`src/shared/ulc_pkg.sv`:
```
// Shared constants, types and state layout of the serial port line control block.
package ulc_pkg;
   // ----------------------------------------------------------------------
   // Register byte addresses.
   // ----------------------------------------------------------------------
   localparam logic [31:0] ADDR_DATA  = 32'he000c000;
   localparam logic [31:0] ADDR_DIVHI = 32'he000c004;
   localparam logic [31:0] ADDR_FCR   = 32'he000c008;
   localparam logic [31:0] ADDR_LCR   = 32'he000c00c;
   localparam logic [31:0] ADDR_LSR   = 32'he000c014;

   // ----------------------------------------------------------------------
   // Field positions, sizes and reset values.
   // ----------------------------------------------------------------------
   localparam int FCR_EN     = 0;
   localparam int FCR_RXRST  = 1;
   localparam int FCR_TXRST  = 2;
   localparam int LCR_STOP   = 2;
   localparam int LCR_PEN    = 3;
   localparam int LCR_BRK    = 6;
   localparam int LCR_DLAB   = 7;
   localparam logic [4:0]  FIFO_FULL = 5'h10;
   localparam logic [7:0]  LCR_RST   = 8'h00;
   localparam logic [15:0] DIV_RST   = 16'h0001;
   localparam logic [4:0]  TRIG_L0   = 5'h01;
   localparam logic [4:0]  TRIG_L1   = 5'h04;
   localparam logic [4:0]  TRIG_L2   = 5'h08;
   localparam logic [4:0]  TRIG_L3   = 5'h0e;

   // ----------------------------------------------------------------------
   // Types.
   // ----------------------------------------------------------------------
   typedef enum logic [4:0] {
      SER_IDLE  = 5'h01,
      SER_START = 5'h02,
      SER_DATA  = 5'h04,
      SER_PAR   = 5'h08,
      SER_STOP  = 5'h10
   } ulc_ser_e;

   typedef struct packed {
      logic       perr;
      logic [7:0] data;
   } ulc_rxent_s;

   typedef struct packed {
      ulc_ser_e    st;
      logic [17:0] tmr;
      logic [2:0]  bits;
      logic [7:0]  sh;
   } ulc_ser_s;

   typedef struct packed {
      logic                  pready;
      logic [31:0]           prdata;
      logic                  pslverr;
      logic                  fen;
      logic [1:0]            trig;
      logic [7:0]            lcr;
      logic [15:0]           div;
      ulc_rxent_s [15:0]     rxf;
      logic [3:0]            rx_wp;
      logic [3:0]            rx_rp;
      logic [4:0]            rx_cnt;
      logic [15:0][7:0]      txf;
      logic [3:0]            tx_wp;
      logic [3:0]            tx_rp;
      logic [4:0]            tx_cnt;
      logic                  oe;
      logic                  pe;
      logic                  head_done;
      logic [2:0]            rx_sync;
      logic                  rx_lvl;
      ulc_ser_s              rx;
      ulc_ser_s              tx;
      logic                  tx_line;
      logic                  txd;
      logic                  rx_level_irq;
   } ulc_state_s;
endpackage

```
`src/rtl/ulc_uart.sv`:
```
// Serial port with FIFO control, character format control and line status over APB.
`timescale 1ns/1ps

// Summary of operation
// - FIFO enable bit gates control writes and the level interrupt
// - Enable bit change flushes both FIFOs
// - Bit 1 flushes receive FIFO, self-clearing
// - Bit 2 flushes transmit FIFO, self-clearing
// - Trigger code selects 1, 4, 8, 14
// - Length code selects five to eight bits
// - Stop select: one, two, or one-and-half
// - Parity enable controls generation and check
// - Parity type odd, even, stick one, zero
// - Break bit holds transmit pin low
// - Access bit routes to divisor latches
// - Data ready while receive FIFO not empty
// - Overrun on full FIFO drops new character
// - Status read clears overrun flag
// - Parity mismatch sets flag, status read clears
// - Parity flag belongs to head character
// - Parity flag reported as character reaches head
// - Status register is read-only
// - Level interrupt tracks fill against trigger
// - Each FIFO holds sixteen characters
module ulc_uart (
   input  wire logic        pclk,
   input  wire logic        presetn,
   input  wire logic        psel,
   input  wire logic        penable,
   input  wire logic        pwrite,
   input  wire logic [31:0] paddr,
   input  wire logic [31:0] pwdata,
   output logic      [31:0] prdata,
   output logic             pready,
   output logic             pslverr,
   input  wire logic        rxd,
   output logic             txd,
   output logic             rx_level_irq
);
   ulc_pkg::ulc_state_s q;
   ulc_pkg::ulc_state_s next_q;
   logic                acc;
   logic                rd;
   logic                wr;

   // ----------------------------------------------------------------------
   // Helper functions.
   // ----------------------------------------------------------------------
   function automatic logic [4:0] trig_level(input logic [1:0] code);
      case (code)
         2'b00:   trig_level = ulc_pkg::TRIG_L0;
         2'b01:   trig_level = ulc_pkg::TRIG_L1;
         2'b10:   trig_level = ulc_pkg::TRIG_L2;
         default: trig_level = ulc_pkg::TRIG_L3;
      endcase
   endfunction

   // Index of the last data bit: 4 for five bits up to 7 for eight.
   function automatic logic [2:0] last_bit(input logic [7:0] lcr);
      last_bit = {1'b1, lcr[1:0]};
   endfunction

   // Expected parity bit over the active data bits.
   function automatic logic par_bit(input logic [7:0] d, input logic [7:0] lcr);
      logic x;
      x = ^(d & (8'hff >> (2'd3 - lcr[1:0])));
      case (lcr[5:4])
         2'b00:   par_bit = ~x;
         2'b01:   par_bit = x;
         2'b10:   par_bit = 1'b1;
         default: par_bit = 1'b0;
      endcase
   endfunction

   // ----------------------------------------------------------------------
   // Bus decode: a request completes at the edge where pready is seen.
   // ----------------------------------------------------------------------
   assign acc = psel && penable && q.pready;
   assign rd  = acc && !pwrite;
   assign wr  = acc && pwrite;

   // Next-state logic for the whole block.
   always_comb begin
      logic [15:0] dv;
      logic [17:0] half;
      logic [17:0] full;
      logic        new_fen;
      logic        dlab;
      dv      = (q.div == 16'h0000) ? ulc_pkg::DIV_RST : q.div;
      half    = {2'b00, dv};
      full    = {1'b0, dv, 1'b0};
      new_fen = pwdata[ulc_pkg::FCR_EN];
      dlab    = q.lcr[ulc_pkg::LCR_DLAB];
      next_q  = q;

      // One wait state; read data is captured with the ready pulse so a status
      // read returns the flags as they stood before its own clearing effect.
      next_q.pready  = psel && penable && !q.pready;
      next_q.pslverr = 1'b0;
      if (psel && penable && !q.pready) begin
         next_q.prdata = 32'h0000_0000;
         case (paddr)
            ulc_pkg::ADDR_DATA: begin
               if (dlab) begin
                  next_q.prdata[7:0] = q.div[7:0];
               end else begin
                  next_q.prdata[7:0] = q.rxf[q.rx_rp].data;
               end
            end
            ulc_pkg::ADDR_DIVHI: begin
               if (dlab) begin
                  next_q.prdata[7:0] = q.div[15:8];
               end
            end
            ulc_pkg::ADDR_FCR: begin
               // Flush bits read as zero; reserved bits read as zero.
               next_q.prdata[7:0] = {q.trig, 5'b00000, q.fen};
            end
            ulc_pkg::ADDR_LCR: begin
               next_q.prdata[7:0] = q.lcr;
            end
            ulc_pkg::ADDR_LSR: begin
               next_q.prdata[7:0] = {5'b00000, q.pe, q.oe, q.rx_cnt != 5'h00};
            end
            default: begin
               next_q.pslverr = 1'b1;
            end
         endcase
      end

      // Status read clears all error flags together.
      if (rd && paddr == ulc_pkg::ADDR_LSR) begin
         next_q.oe = 1'b0;
         next_q.pe = 1'b0;
      end

      // Receive buffer read pops the head character.
      if (rd && paddr == ulc_pkg::ADDR_DATA && !dlab && q.rx_cnt != 5'h00) begin
         next_q.rx_rp     = q.rx_rp + 4'h1;
         next_q.rx_cnt    = q.rx_cnt - 5'h01;
         next_q.head_done = 1'b0;
      end

      // Register writes; the status address is not in this list.
      // Status writes are ignored.
      if (wr) begin
         case (paddr)
            ulc_pkg::ADDR_DATA: begin
               if (dlab) begin
                  next_q.div[7:0] = pwdata[7:0];
               end else if (q.tx_cnt != ulc_pkg::FIFO_FULL) begin
                  // Sixteen-entry transmit FIFO, full writes dropped.
                  next_q.txf[q.tx_wp] = pwdata[7:0];
                  next_q.tx_wp        = q.tx_wp + 4'h1;
                  next_q.tx_cnt       = q.tx_cnt + 5'h01;
               end
            end
            ulc_pkg::ADDR_DIVHI: begin
               if (dlab) begin
                  next_q.div[15:8] = pwdata[7:0];
               end
            end
            ulc_pkg::ADDR_FCR: begin
               next_q.fen = new_fen;
               // Any enable transition empties both FIFOs.
               if (new_fen != q.fen) begin
                  next_q.rx_wp     = 4'h0;
                  next_q.rx_rp     = 4'h0;
                  next_q.rx_cnt    = 5'h00;
                  next_q.tx_wp     = 4'h0;
                  next_q.tx_rp     = 4'h0;
                  next_q.tx_cnt    = 5'h00;
                  next_q.head_done = 1'b0;
               end
               // Upper bits take effect only with enable set.
               if (new_fen) begin
                  next_q.trig = pwdata[7:6];
                  // Receive flush; the bit is never stored.
                  if (pwdata[ulc_pkg::FCR_RXRST]) begin
                     next_q.rx_wp     = 4'h0;
                     next_q.rx_rp     = 4'h0;
                     next_q.rx_cnt    = 5'h00;
                     next_q.head_done = 1'b0;
                  end
                  // Transmit flush; the bit is never stored.
                  if (pwdata[ulc_pkg::FCR_TXRST]) begin
                     next_q.tx_wp  = 4'h0;
                     next_q.tx_rp  = 4'h0;
                     next_q.tx_cnt = 5'h00;
                  end
               end
            end
            ulc_pkg::ADDR_LCR: begin
               next_q.lcr = pwdata[7:0];
            end
            default: begin
            end
         endcase
      end

      // Receive pin synchroniser; a level counts once the last two stages agree.
      next_q.rx_sync = {q.rx_sync[1:0], rxd};
      if (q.rx_sync[1] == q.rx_sync[2]) begin
         next_q.rx_lvl = q.rx_sync[2];
      end

      // ----------------------------------------------------------------------
      // Transmitter; the timer counts half bit times of div clock cycles.
      // ----------------------------------------------------------------------
      next_q.tx.tmr = (q.tx.tmr == 18'h00000) ? 18'h00000 : q.tx.tmr - 18'h00001;
      case (q.tx.st)
         ulc_pkg::SER_IDLE: begin
            if (next_q.tx_cnt != 5'h00) begin
               next_q.tx.sh  = next_q.txf[next_q.tx_rp];
               next_q.tx_rp  = next_q.tx_rp + 4'h1;
               next_q.tx_cnt = next_q.tx_cnt - 5'h01;
               next_q.tx_line = 1'b0;
               next_q.tx.tmr = full - 18'h00001;
               next_q.tx.st  = ulc_pkg::SER_START;
            end
         end
         ulc_pkg::SER_START: begin
            if (q.tx.tmr == 18'h00000) begin
               next_q.tx_line = q.tx.sh[0];
               next_q.tx.bits = 3'h0;
               next_q.tx.tmr  = full - 18'h00001;
               next_q.tx.st   = ulc_pkg::SER_DATA;
            end
         end
         ulc_pkg::SER_DATA: begin
            if (q.tx.tmr == 18'h00000) begin
               next_q.tx.tmr = full - 18'h00001;
               // Character length sets the last data bit.
               if (q.tx.bits == last_bit(q.lcr)) begin
                  if (q.lcr[ulc_pkg::LCR_PEN]) begin
                     next_q.tx_line = 1'b1;
                     next_q.tx.st   = ulc_pkg::SER_PAR;
                  end else begin
                     next_q.tx_line = 1'b1;
                     next_q.tx.st   = ulc_pkg::SER_STOP;
                  end
               end else begin
                  next_q.tx.bits = q.tx.bits + 3'h1;
                  next_q.tx_line = q.tx.sh[q.tx.bits + 3'h1];
               end
               // Parity bit from the selected type.
               if (q.tx.bits == last_bit(q.lcr) && q.lcr[ulc_pkg::LCR_PEN]) begin
                  next_q.tx_line = par_bit(q.tx.sh, q.lcr);
               end
            end
         end
         ulc_pkg::SER_PAR: begin
            if (q.tx.tmr == 18'h00000) begin
               next_q.tx_line = 1'b1;
               next_q.tx.tmr  = full - 18'h00001;
               next_q.tx.st   = ulc_pkg::SER_STOP;
            end
         end
         ulc_pkg::SER_STOP: begin
            // Stop length: two halves, four halves, or three for 5-bit.
            if (q.tx.tmr == 18'h00000) begin
               next_q.tx.st = ulc_pkg::SER_IDLE;
            end else if (q.tx.bits != 3'h0 && q.lcr[ulc_pkg::LCR_STOP]) begin
               next_q.tx.bits = 3'h0;
               if (q.lcr[1:0] == 2'b00) begin
                  next_q.tx.tmr = q.tx.tmr + half - 18'h00001;
               end else begin
                  next_q.tx.tmr = q.tx.tmr + full - 18'h00001;
               end
            end
         end
         default: begin
            next_q.tx.st = ulc_pkg::SER_IDLE;
         end
      endcase

      // ----------------------------------------------------------------------
      // Receiver; samples each bit in its middle.
      // ----------------------------------------------------------------------
      next_q.rx.tmr = (q.rx.tmr == 18'h00000) ? 18'h00000 : q.rx.tmr - 18'h00001;
      case (q.rx.st)
         ulc_pkg::SER_IDLE: begin
            if (!q.rx_lvl) begin
               next_q.rx.tmr = half - 18'h00001;
               next_q.rx.st  = ulc_pkg::SER_START;
            end
         end
         ulc_pkg::SER_START: begin
            // A start bit that is gone at mid-bit was a glitch.
            if (q.rx.tmr == 18'h00000) begin
               next_q.rx.st   = q.rx_lvl ? ulc_pkg::SER_IDLE : ulc_pkg::SER_DATA;
               next_q.rx.tmr  = full - 18'h00001;
               next_q.rx.bits = 3'h0;
               next_q.rx.sh   = 8'h00;
            end
         end
         ulc_pkg::SER_DATA: begin
            if (q.rx.tmr == 18'h00000) begin
               next_q.rx.sh[q.rx.bits] = q.rx_lvl;
               next_q.rx.bits = q.rx.bits + 3'h1;
               next_q.rx.tmr  = full - 18'h00001;
               if (q.rx.bits == last_bit(q.lcr)) begin
                  next_q.rx.st = q.lcr[ulc_pkg::LCR_PEN] ? ulc_pkg::SER_PAR
                                                         : ulc_pkg::SER_STOP;
                  next_q.rx.bits = 3'h0;
               end
            end
         end
         ulc_pkg::SER_PAR: begin
            // Parity check result travels with the byte.
            if (q.rx.tmr == 18'h00000) begin
               next_q.rx.bits = {2'b00, q.rx_lvl != par_bit(q.rx.sh, q.lcr)};
               next_q.rx.tmr  = full - 18'h00001;
               next_q.rx.st   = ulc_pkg::SER_STOP;
            end
         end
         ulc_pkg::SER_STOP: begin
            if (q.rx.tmr == 18'h00000) begin
               next_q.rx.st = ulc_pkg::SER_IDLE;
               // Full FIFO keeps its contents and flags overrun.
               if (next_q.rx_cnt == ulc_pkg::FIFO_FULL) begin
                  next_q.oe = 1'b1;
               end else begin
                  next_q.rxf[next_q.rx_wp] = {q.rx.bits[0], q.rx.sh};
                  next_q.rx_wp  = next_q.rx_wp + 4'h1;
                  next_q.rx_cnt = next_q.rx_cnt + 5'h01;
               end
            end
         end
         default: begin
            next_q.rx.st = ulc_pkg::SER_IDLE;
         end
      endcase

      // Parity error reported as the byte reaches the head.
      if (next_q.rx_cnt != 5'h00 && !next_q.head_done) begin
         next_q.head_done = 1'b1;
         if (next_q.rxf[next_q.rx_rp].perr) begin
            next_q.pe = 1'b1;
         end
      end

      // Level interrupt follows fill against the trigger.
      next_q.rx_level_irq = next_q.fen && (next_q.rx_cnt >= trig_level(next_q.trig));
      next_q.txd = !next_q.lcr[ulc_pkg::LCR_BRK] && next_q.tx_line;
   end

   // State register.
   always_ff @(posedge pclk or negedge presetn) begin
      if (!presetn) begin
         q           <= '0;
         q.lcr       <= ulc_pkg::LCR_RST;
         q.div       <= ulc_pkg::DIV_RST;
         q.rx_sync   <= 3'b111;
         q.rx_lvl    <= 1'b1;
         q.rx.st     <= ulc_pkg::SER_IDLE;
         q.tx.st     <= ulc_pkg::SER_IDLE;
         q.tx_line   <= 1'b1;
         q.txd       <= 1'b1;
      end else begin
         q <= next_q;
      end
   end

   assign prdata       = q.prdata;
   assign pready       = q.pready;
   assign pslverr      = q.pslverr;
   assign txd          = q.txd;
   assign rx_level_irq = q.rx_level_irq;
endmodule

```
`config.mk`:
```
export PLATFORM = sky130hd
export DESIGN_NAME = ulc_uart
export DESIGN_NICKNAME = d
export VERILOG_FILES = /design/src/shared/ulc_pkg.sv /design/src/rtl/ulc_uart.sv
export SDC_FILE = /design/constraint.sdc
export NUM_CORES = 1
export LEC_CHECK = 0
export ABC_AREA = 1
export BUFFER_PORTS_ARGS = -buffer_cell sky130_fd_sc_hd__buf_4
export CAP_MARGIN = 40
export CORE_MARGIN = 2
export CORE_UTILIZATION = 45
export CTS_CLUSTER_SIZE = 30
export DETAILED_ROUTE_END_ITERATION = 8
export GPL_TIMING_DRIVEN = 0
export PLACE_DENSITY_LB_ADDON = 0.1
export SLEW_MARGIN = 30
export SYNTH_ARGS = -nofsm -noshare
export SYNTH_HDL_FRONTEND = slang
export SYNTH_SLANG_ARGS = --single-unit
```
`constraint.sdc`:
```
create_clock -name pclk -period 10.5 [get_ports pclk]
set_input_delay 1.05 -clock pclk [delete_from_list [all_inputs] [get_ports pclk]]
set_output_delay 1.05 -clock pclk [all_outputs]
set_load 0.02 [all_outputs]
```
After elaboration in Yosys (flattened, before gate mapping)

Index checks and enable logic that the tools add are counted.

Register bits after elaboration: 413
Output and inout port bits: 36

$add $sub $neg: 19
$lt $le $gt $ge: 11
Equal/unequal tests: 43
Shift operators: 1
Multiplexer cells: 108
Bitwise gates (word level): 4
Reductions and logical operators: 49

Operators by type and width:

| cell                    | count |
|---|---|
| $mux W148               | 3 |
| $mux W132               | 2 |
| $eq A32 B32 Y1 const B  | 5 |
| $mux W154               | 1 |
| $bwmux W144             | 1 |
| $bwmux W128             | 1 |
| $mux W128               | 1 |
| $mux W13                | 7 |
| $pmux W18 S5            | 1 |
| $mux W8                 | 10 |
| $mux W26                | 3 |
| $bmux W9 S4             | 2 |
| $pmux W18 S4            | 1 |
| $sub A18 B1 Y18 const B | 4 |
| $mux W23                | 3 |
| $mux W34                | 2 |
| $mux W18                | 3 |
| $mux W5                 | 10 |
| $pmux W5 S5             | 2 |
| $mux W9                 | 5 |
| $mux W21                | 2 |
| $pmux W8 S5             | 1 |
| $demux W9 S4            | 1 |
| $logic_not A18 Y1       | 2 |
| 61 further kinds        | 162 |

Logic depth before layout (Yosys ltp)

Gate-level depths: netlist of run 1.

Depth after elaboration: 24
Gate-level depth with buffers: 24
Depth with buffers taken out: 24

Worst setup path after synthesis of run 1

OpenSTA, ideal clock, no wires.

Path kind: register to register
Start: register q[378] (netlist bit)
End: register q[29] (netlist bit)
Library setup time: 0.095 ns
Data arrival time: 3.812 ns
Setup slack: 6.592 ns
Stages on the path, launching flop included: 24
Path buffers: 0
Cells stage by stage: dfrtp_1 > inv_1 > nand3_1 > nor2_1 > inv_1 > nor3_1 > nor2_1 > ha_1 > inv_1 > ha_1 > inv_1 > fa_1 > o21ai_0 > nand2_1 > nand2_1 > o21ai_0 > o21ai_0 > a21boi_0 > o21ai_0 > inv_1 > o21ai_0 > or2_2 > a21oi_1 > o31ai_1

RTL lines:

| what                   | line            | text |
|---|---|---|
| from (decl)            | ulc_uart.sv:40  | `ulc_pkg::ulc_state_s q;` |
| from (signal assigned) | ulc_uart.sv:361 | `q <= next_q;` |

==> results of run 1 <==
-- final timing paths --
path                               to  depth (start not counted)
hold reg to reg            next_q[74]                          0
hold / removal             next_q[74]                          0
setup reg to reg                q[29]                         21
max in group asynchronous         txd                          5
min in group asynchronous      q[327]                          1
setup / recovery                q[29]                         21
-- state kept, by name, indices dropped and copies added (netlist names) --
register / count
pslverr: 1
q: 399
next_q: 2
prdata: 8
pready: 1
rx_level_irq: 1
txd: 1
-- metrics by stage --
step	hold slack, ns	area, um2	instances	util (%)	worst slack [ns]
floorplan	0.345	23900	3018	-	6.59
global placement	0.349	25200	3763	48.1	4.14
detailed placement	0.349	25400	3775	48.5	5.56
CTS	0.357	27000	3860	51.6	5.54
global route	0.363	27000	3861	51.6	4.98
finish	0.356	27000	3862	51.6	5.43
-- final cells by class --
cell class	instances	area, um2	share of cell area [%]
Multi-Input combinational cell	2129	11600	42.9
Clock inverter	17	175	0.648
Timing Repair Buffer	70	642	2.37
Sequential cell	413	10300	38.3
Clock buffer	68	1440	5.32
Tap cell	688	861	3.18
Antenna cell	1	2.50	0.00925
Inverter	318	1190	4.41
Buffer	158	772	2.85
-- worst max-delay path, stage by stage, from the launching register on --
cell and delay (ns):
dfrtp_1 0.44, nor2_1 0.37, nand4_1 0.16, nor3_1 0.28, nor2_1 0.20, ha_1 0.31
inv_1 0.07, ha_1 0.20, inv_1 0.09, fa_1 0.45, o21ai_0 0.25, nand2_1 0.11
nand2_1 0.07, o21ai_0 0.14, o21ai_0 0.52, a21boi_0 0.22, o21ai_0 0.35, inv_1 0.08
o21ai_0 0.20, or2_2 0.14, a21oi_1 0.05, o31ai_1 0.25
-- power by group --
group | internal (W) | switching [W] | total (W)
Combinational | 0.000141 | 0.000274 | 0.000415
Clock | 0.00102 | 0.000688 | 0.00171
Sequential | 0.00164 | 0.0000336 | 0.00167
Total | 0.00280 | 0.000996 | 0.00380
-- routing by layer --
layer	track usage, %	vias to the layer above
met2	45.1	832
met5	0	-
met1	40.4	10600
met3	5.40	143
li1	-	10300
met4	10.8	0
-- kinds of logic (layout without fill, tap and decap cells) --
logic type      count (synthesis)  in the layout  share of synthesized area [%]
xor+xnor                       78             78                           2.90
simple gates                 1164           1164                           22.0
flops                         413            413                           43.4
compound gates                767            767                           18.3
buf+inv                       476            631                           8.23
other cells                     1             25                         0.0157
fa+ha+maj                      95             95                           5.04
mux                             1              1                         0.0472
-- layout by cell type (no fill, tap or decap), types with 40 or more instances in the layout --
cell / n
clkbuf_1: 104
dfrtp_1: 404
nand2_1: 611
o21ai_0: 416
xor2_1: 58
nand3_1: 122
o21ai_1: 60
buf_4: 92
a21oi_1: 105
o221ai_1: 40
ha_1: 92
clkbuf_16: 49
nor2_1: 264
inv_1: 298
==> results by group, run 1 <==
Outcome
  – Outcome: finished clean

Synth
  – Fraction of registers with async set/reset: 100%
  – Top post-synthesis cells by area: dfrtp_1 (42%), nand2_1 (9.6%), o21ai_0 (8.8%)
  – Synth Cell Area: 23800 um2
  – Top-area cell type share of the netlist area: 42.4%
  – Most frequent cell after synthesis: nand2_1
  – Register area share after synthesis: 43.4%
  – Ys flop type: dfrtp_1
  – Warnings from Yosys: 0
  – Distinct cell type count after synthesis: 67
  – Synth Instances: 2995
  – Synth area leader: dfrtp_1
  – Synth Register Bits: 413
  – Mean Syn Cell Area: 7.96 um2
  – Number of synthesized flops with an enable pin: 0
  – Commonest cells in the netlist: nand2_1 (611), o21ai_0 (417), dfrtp_1 (404)

Worst hold path
  – HP Start: next_q[73]
  – Hold WC Path Type: reg2reg

STA
  – Fin. max-slew vios: 0
  – Setup TNS: 0 ns
  – Slew HR: 39.2%
  – Unrepaired setup endpoints after global routing: no
  – Max frequency: 197 MHz
  – Final period util: 48.3%
  – Worst slew pin tran: 0.910 ns
  – Clk_skew: 0.0118 ns
  – Final hold viol count: 0
  – Fin crit period: 5.07 ns
  – Final setup vio count: 0

Clocking
  – Clk sink count: 413
  – CTS Buffer Depth: 3
  – TritonCTS buffer count: 47
  – Clk_lat worst skew: 0.58 ns
  – H-tree depth: 2
  – CTS tree: yes
  – Worst-path clk slew: 0.06 ns
  – Post-CTS resize count: 0
  – Hold Buf Count CTS: 0
  – Root buf cell: clkbuf_16
  – Setup Buffers After CTS: 0

Job
  – Max-cap violations: 0

Route
  – Met3 Routed Length: 5.86 mm
  – Wire per inst: 20.4 um
  – Met2 wire len: 35.2 mm
  – Final wirelength: 78.9 mm
  – Vias: 21900
  – First-pass DRT Iterations: 6
  – Top routing layer in use: met4
  – Initial DRC count: 2289
  – Antenna viol nets, final: 0
  – Vias/cell: 5.66
  – Met1 WL: 35.1 mm
  – # DRC: 0

Critical path
  – R2R Path Start: q[390]
  – CP required: 10.98 ns
  – R2R Setup Slk: 5.43 ns
  – Crit path max fanout: 5
  – Worst setup EP type: flop
  – WS Path Type: reg2reg
  – Worst Setup Start Kind: flop
  – Critical Path Source: q[390]
  – Arr. time, crit path: 5.54 ns

Global routing
  – First-pass GRT wire length: 122 mm
  – Total grt overflow: 0
  – Vias in the first global route: 20900
  – Largest net degree at the start of global routing: 83
  – Antenna violations before repair: 0
  – Tot GR Track Use: 29.0%

Placement
  – RePlAce Congestion: 0.993
  – Dpl hpwl: 58.6 mm
  – Port bufs: 57

Cells and area
  – Area Growth Syn to Fin: 13.5%
  – Fillers: 5085
  – Nets: 3301
  – Layout cells sized above 1: 10.1%

Die
  – Core area: 52400 um2
  – Initial Util: 45.4%
  – I/O Pins: 106
  – Site row count: 84
  – Die area: 54800 um2
  – Die Span X: 234 um
  – Die Ht: 234 um

Power and ir drop
  – Static Leak: 12.8 nW
  – Design Power: 0.00380 W
  – Power Dens Cells: 140 nW/um2
  – Peak supply drop: 119 uV
(Power assumes the default switching activity.)
==> inputs of run 2 (changes only) <==
Settings changed: ABC_AREA 1 to 0.
Clock period 10.5 ns to 5.2 ns, I/O delays scaled along.
==> results by group, run 2 <==
STA
  – Fin. max-slew vios: 0 (unchanged)
  – Setup TNS: 0 ns (unchanged)
  – Final hold viol count: 0 (unchanged)
  – Unrepaired setup endpoints after global routing: no
  – Smallest hold slack: 0.0271 ns (-0.329 ns)
  – Slew HR: 39.3% (+0.19 points)
  – Final setup vio count: 0 (unchanged)
  – Max frequency: 207 MHz (+4.9%)
  – Setup WS post-layout: 0.371 ns (-5.06 ns)
  – Clk_skew: 0.0327 ns (+0.0209 ns)
  – Worst slew pin tran: 0.902 ns (-0.00805 ns)
  – Fin crit period: 4.83 ns (-0.238 ns)
  – Final period util: 92.9% (+45 points)

Placement
  – Post-Place Worst Slack: -0.313 ns (-5.88 ns)
  – Dpl hpwl: 57.0 mm (-2.6%)
  – RePlAce Congestion: 0.946 (-4.7%)
  – Port bufs: 56 (-1.8%)

Critical path
  – Worst r2r path cells: 15 (-29%)
  – WP depth: 15 (-29%)
  – CP required: 5.69 ns (-5.29 ns)
  – Worst Setup Start Kind: flop
  – R2R Path Start: q[219]
  – Crit path max fanout: 10 (+5)
  – R2R Setup Slk: 0.37 ns (-5.06 ns)
  – Bufs and invs on worst path: 3 (unchanged)
  – Slowest stage delay, CP: 0.69 ns (+0.17 ns)
  – Slowest cell on crit path: or4b_2
  – Cell Chain, Critical Path: inv_1 > ha_1 > or4b_2 > nand3_1 > nor4_1 > a221oi_1 > ha_1 > inv_1 > nor4_4 > nor3_1 > buf_2 > and3_1 > o31ai_1 > o311ai_1 > o211ai_1
  – Arr. time, crit path: 5.32 ns (-0.22 ns)
  – Family with the most delay on the worst path: simple AND/OR/NAND/NOR gates
  – Worst setup EP type: flop
  – WS Path Type: reg2reg
  – Critical Path Source: q[219]
  – Capturing point of the worst reg2reg path: q[76]
  – End of the critical path: q[76]

Synth
  – Post-Synth Adder-Cell Area: 4.94% (-0.10 points)
  – Register area share after synthesis: 42.6% (-0.86 points)
  – Commonest cells in the netlist: dfrtp_1 (404), mux2_2 (254), nand2_1 (210)
  – Most frequent cell after synthesis: dfrtp_1
  – Synth area leader: dfrtp_1
  – Synth Cell Area: 24300 um2 (+2.0%)
  – Mean Syn Cell Area: 10.1 um2 (+26%)
  – Top-area cell type share of the netlist area: 41.6% (-0.84 points)
  – Top post-synthesis cells by area: dfrtp_1 (42%), mux2_2 (12%), ha_1 (4.7%)
  – Synth Area in Compound Gates: 15.1% (-3.3 points)
  – Synth Register Bits: 413 (unchanged)
  – Number of synthesized flops with an enable pin: 0 (unchanged)
  – Fraction of registers with async set/reset: 100% (unchanged)
  – Main combinational cell family by area after synthesis: multiplexers
  – Simple-gate area share of the yosys netlist: 13.0% (-9.0 points)
  – Warnings from Yosys: 0 (unchanged)
  – Ys flop type: dfrtp_1
  – Distinct cell type count after synthesis: 100 (+49%)
  – Mux contribution to synthesized area: 15.3% (+15 points)
  – Post-Synth XOR/XNOR Area: 3.74% (+0.84 points)
  – Synth Instances: 2417 (-19%)

Cells and area
  – Max FFs per register: 399 (unchanged)
  – Layout cells sized above 1: 19.9% (+9.8 points)
  – Largest reg by FF count: q
  – Fillers: 4916 (-3.3%)
  – Area Growth Syn to Fin: 13.0%
  – Diodes inserted: 0 (-1)
  – Most common cell after layout, fill and taps aside: dfrtp_1
  – Commonest cells after routing, fill and taps aside: dfrtp_1 (404), mux2_2 (254), nand2_1 (210), o21ai_0 (163), inv_1 (152)
  – Nets: 2730 (-17%)

Clocking
  – Clk sink count: 413 (unchanged)
  – Worst-path clk slew: 0.06 ns (about the same)
  – H-tree depth: 2 (unchanged)
  – Root buf cell: clkbuf_16
  – Clk_lat worst skew: 0.60 ns (+0.02 ns)
  – CTS Buffer Depth: 3 (unchanged)
  – TritonCTS buffer count: 47 (unchanged)
  – CTS tree: yes

Job
  – Max-cap violations: 0 (unchanged)

Power and ir drop
  – Switching portion of total power: 23.7% (-2.5 points)
  – Comb pwr share: 4.1% (-6.8 points)
  – Static Leak: 12.5 nW (-1.9%)
  – Design Power: 0.00672 W (+77%)
  – Peak supply drop: 225 uV (+89%)
  – Switching Power: 0.00160 W (+60%)
  – Clk pwr share: 47.7% (+2.6 points)
  – Power Dens Cells: 245 nW/um2 (+74%)
  – Internal power: 0.00512 W (+83%)
  – Flop pwr share: 48.3% (+4.3 points)

Global routing
  – Largest net degree at the start of global routing: 84 (+1.2%)
  – Antenna violations before repair: 0 (unchanged)
  – Tot GR Track Use: 27.3% (-1.7 points)
  – First-pass GRT wire length: 118 mm (-2.9%)
  – Total grt overflow: 0 (unchanged)
  – Vias in the first global route: 19700 (-5.8%)

Die
  – Initial Util: 45.4% (-0.084 points)
  – Site row count: 85 (+1.2%)
  – Die Span X: 236 um (+0.98%)
  – I/O Pins: 106 (unchanged)
  – Core area: 53600 um2 (+2.2%)
  – Die area: 55900 um2 (+2.0%)
  – Die Ht: 236 um (+0.98%)

Route
  – Vias: 19900 (-8.8%)
  – Vias/cell: 6.04 (+6.8%)
  – Wire per inst: 23.2 um (+13%)
  – # DRC: 0 (unchanged)
  – Final wirelength: 76.5 mm (-3.0%)
  – Antenna viol nets, final: 0 (unchanged)
  – Initial DRC count: 1740 (-24%)
  – First-pass DRT Iterations: 7 (+1)

Outcome
  – Outcome: finished clean

Worst hold path
  – Hold WC Path Type: in2reg
==> run 2: cell type report <==
| class | instances | area, um2 | share of cell area, % |
|---|---|---|---|
| Clock buffer | 70 | 1350 | 4.93 |
| Sequential cell | 413 | 10300 | 37.7 |
| Tap cell | 696 | 871 | 3.17 |
| Multi-Input combinational cell | 1711 | 12800 | 46.5 |
| Inverter | 154 | 578 | 2.10 |
| Buffer | 162 | 737 | 2.68 |
| Timing Repair Buffer | 77 | 689 | 2.51 |
| Clock inverter | 17 | 113 | 0.410 |
==> run 2: worst min-delay path by stage <==
stage,slack [ns],start,end,cells past startpoint
floorplan,0.22,presetn,prdata[0],0
global placement,0.36,next_q[73],next_q[74],0
detailed placement,0.35,next_q[73],next_q[74],0
CTS,0.007,rxd,next_q[73],1
global route,0.02,rxd,next_q[73],1
finish,0.03,rxd,next_q[73],1
==> run 2: per-layer routing <==
metal	GRT usage [%]	part of all wire (%)	vias to the layer above
li1	-	-	9108
met1	40.5	47	10000
met2	41.8	44	691
met3	3.73	6.3	115
met4	7.54	2.5	0
met5	0	0	-
==> run 2: metrics by stage <==
stage,util [%],cell area [um2],std cells
finish,51.3,27500,3300
global route,51.3,27500,3300
CTS,51.1,27400,3294
detailed placement,48.4,25900,3206
global placement,47.9,25700,3192
floorplan,-,24400,2440
==> run 2: logic make-up after synthesis <==
family,Yosys count
AOI/OAI and AO/OA,543
other,1
xor gates and xnor gates,103
buffers and inverters,316
muxes,312
adders and majority gates,95
and+or+nand+nor,634
DFF,413
==> run 2: power groups by stage <==
stage	logic (W)	registers, W	clock network (W)
2_1_floorplan	0.000101	0.00329	0
5_1_grt	0.000298	0.00324	0.00339
6_report	0.000273	0.00324	0.00320
3_3_place_gp	0.000255	0.00330	0
3_5_place_dp	0.000275	0.00330	0
4_1_cts	0.000276	0.00324	0.00326
==> run 2: what timing repair did <==
item / CTS / global route
buffers inserted: 0 / 1
endpoints found under the setup margin: 2 / 4
hold endpoints to repair: 48 / 0
pin swaps: 0 / 1
resized for setup: 1 / 9
hold buffers: 1 / 0
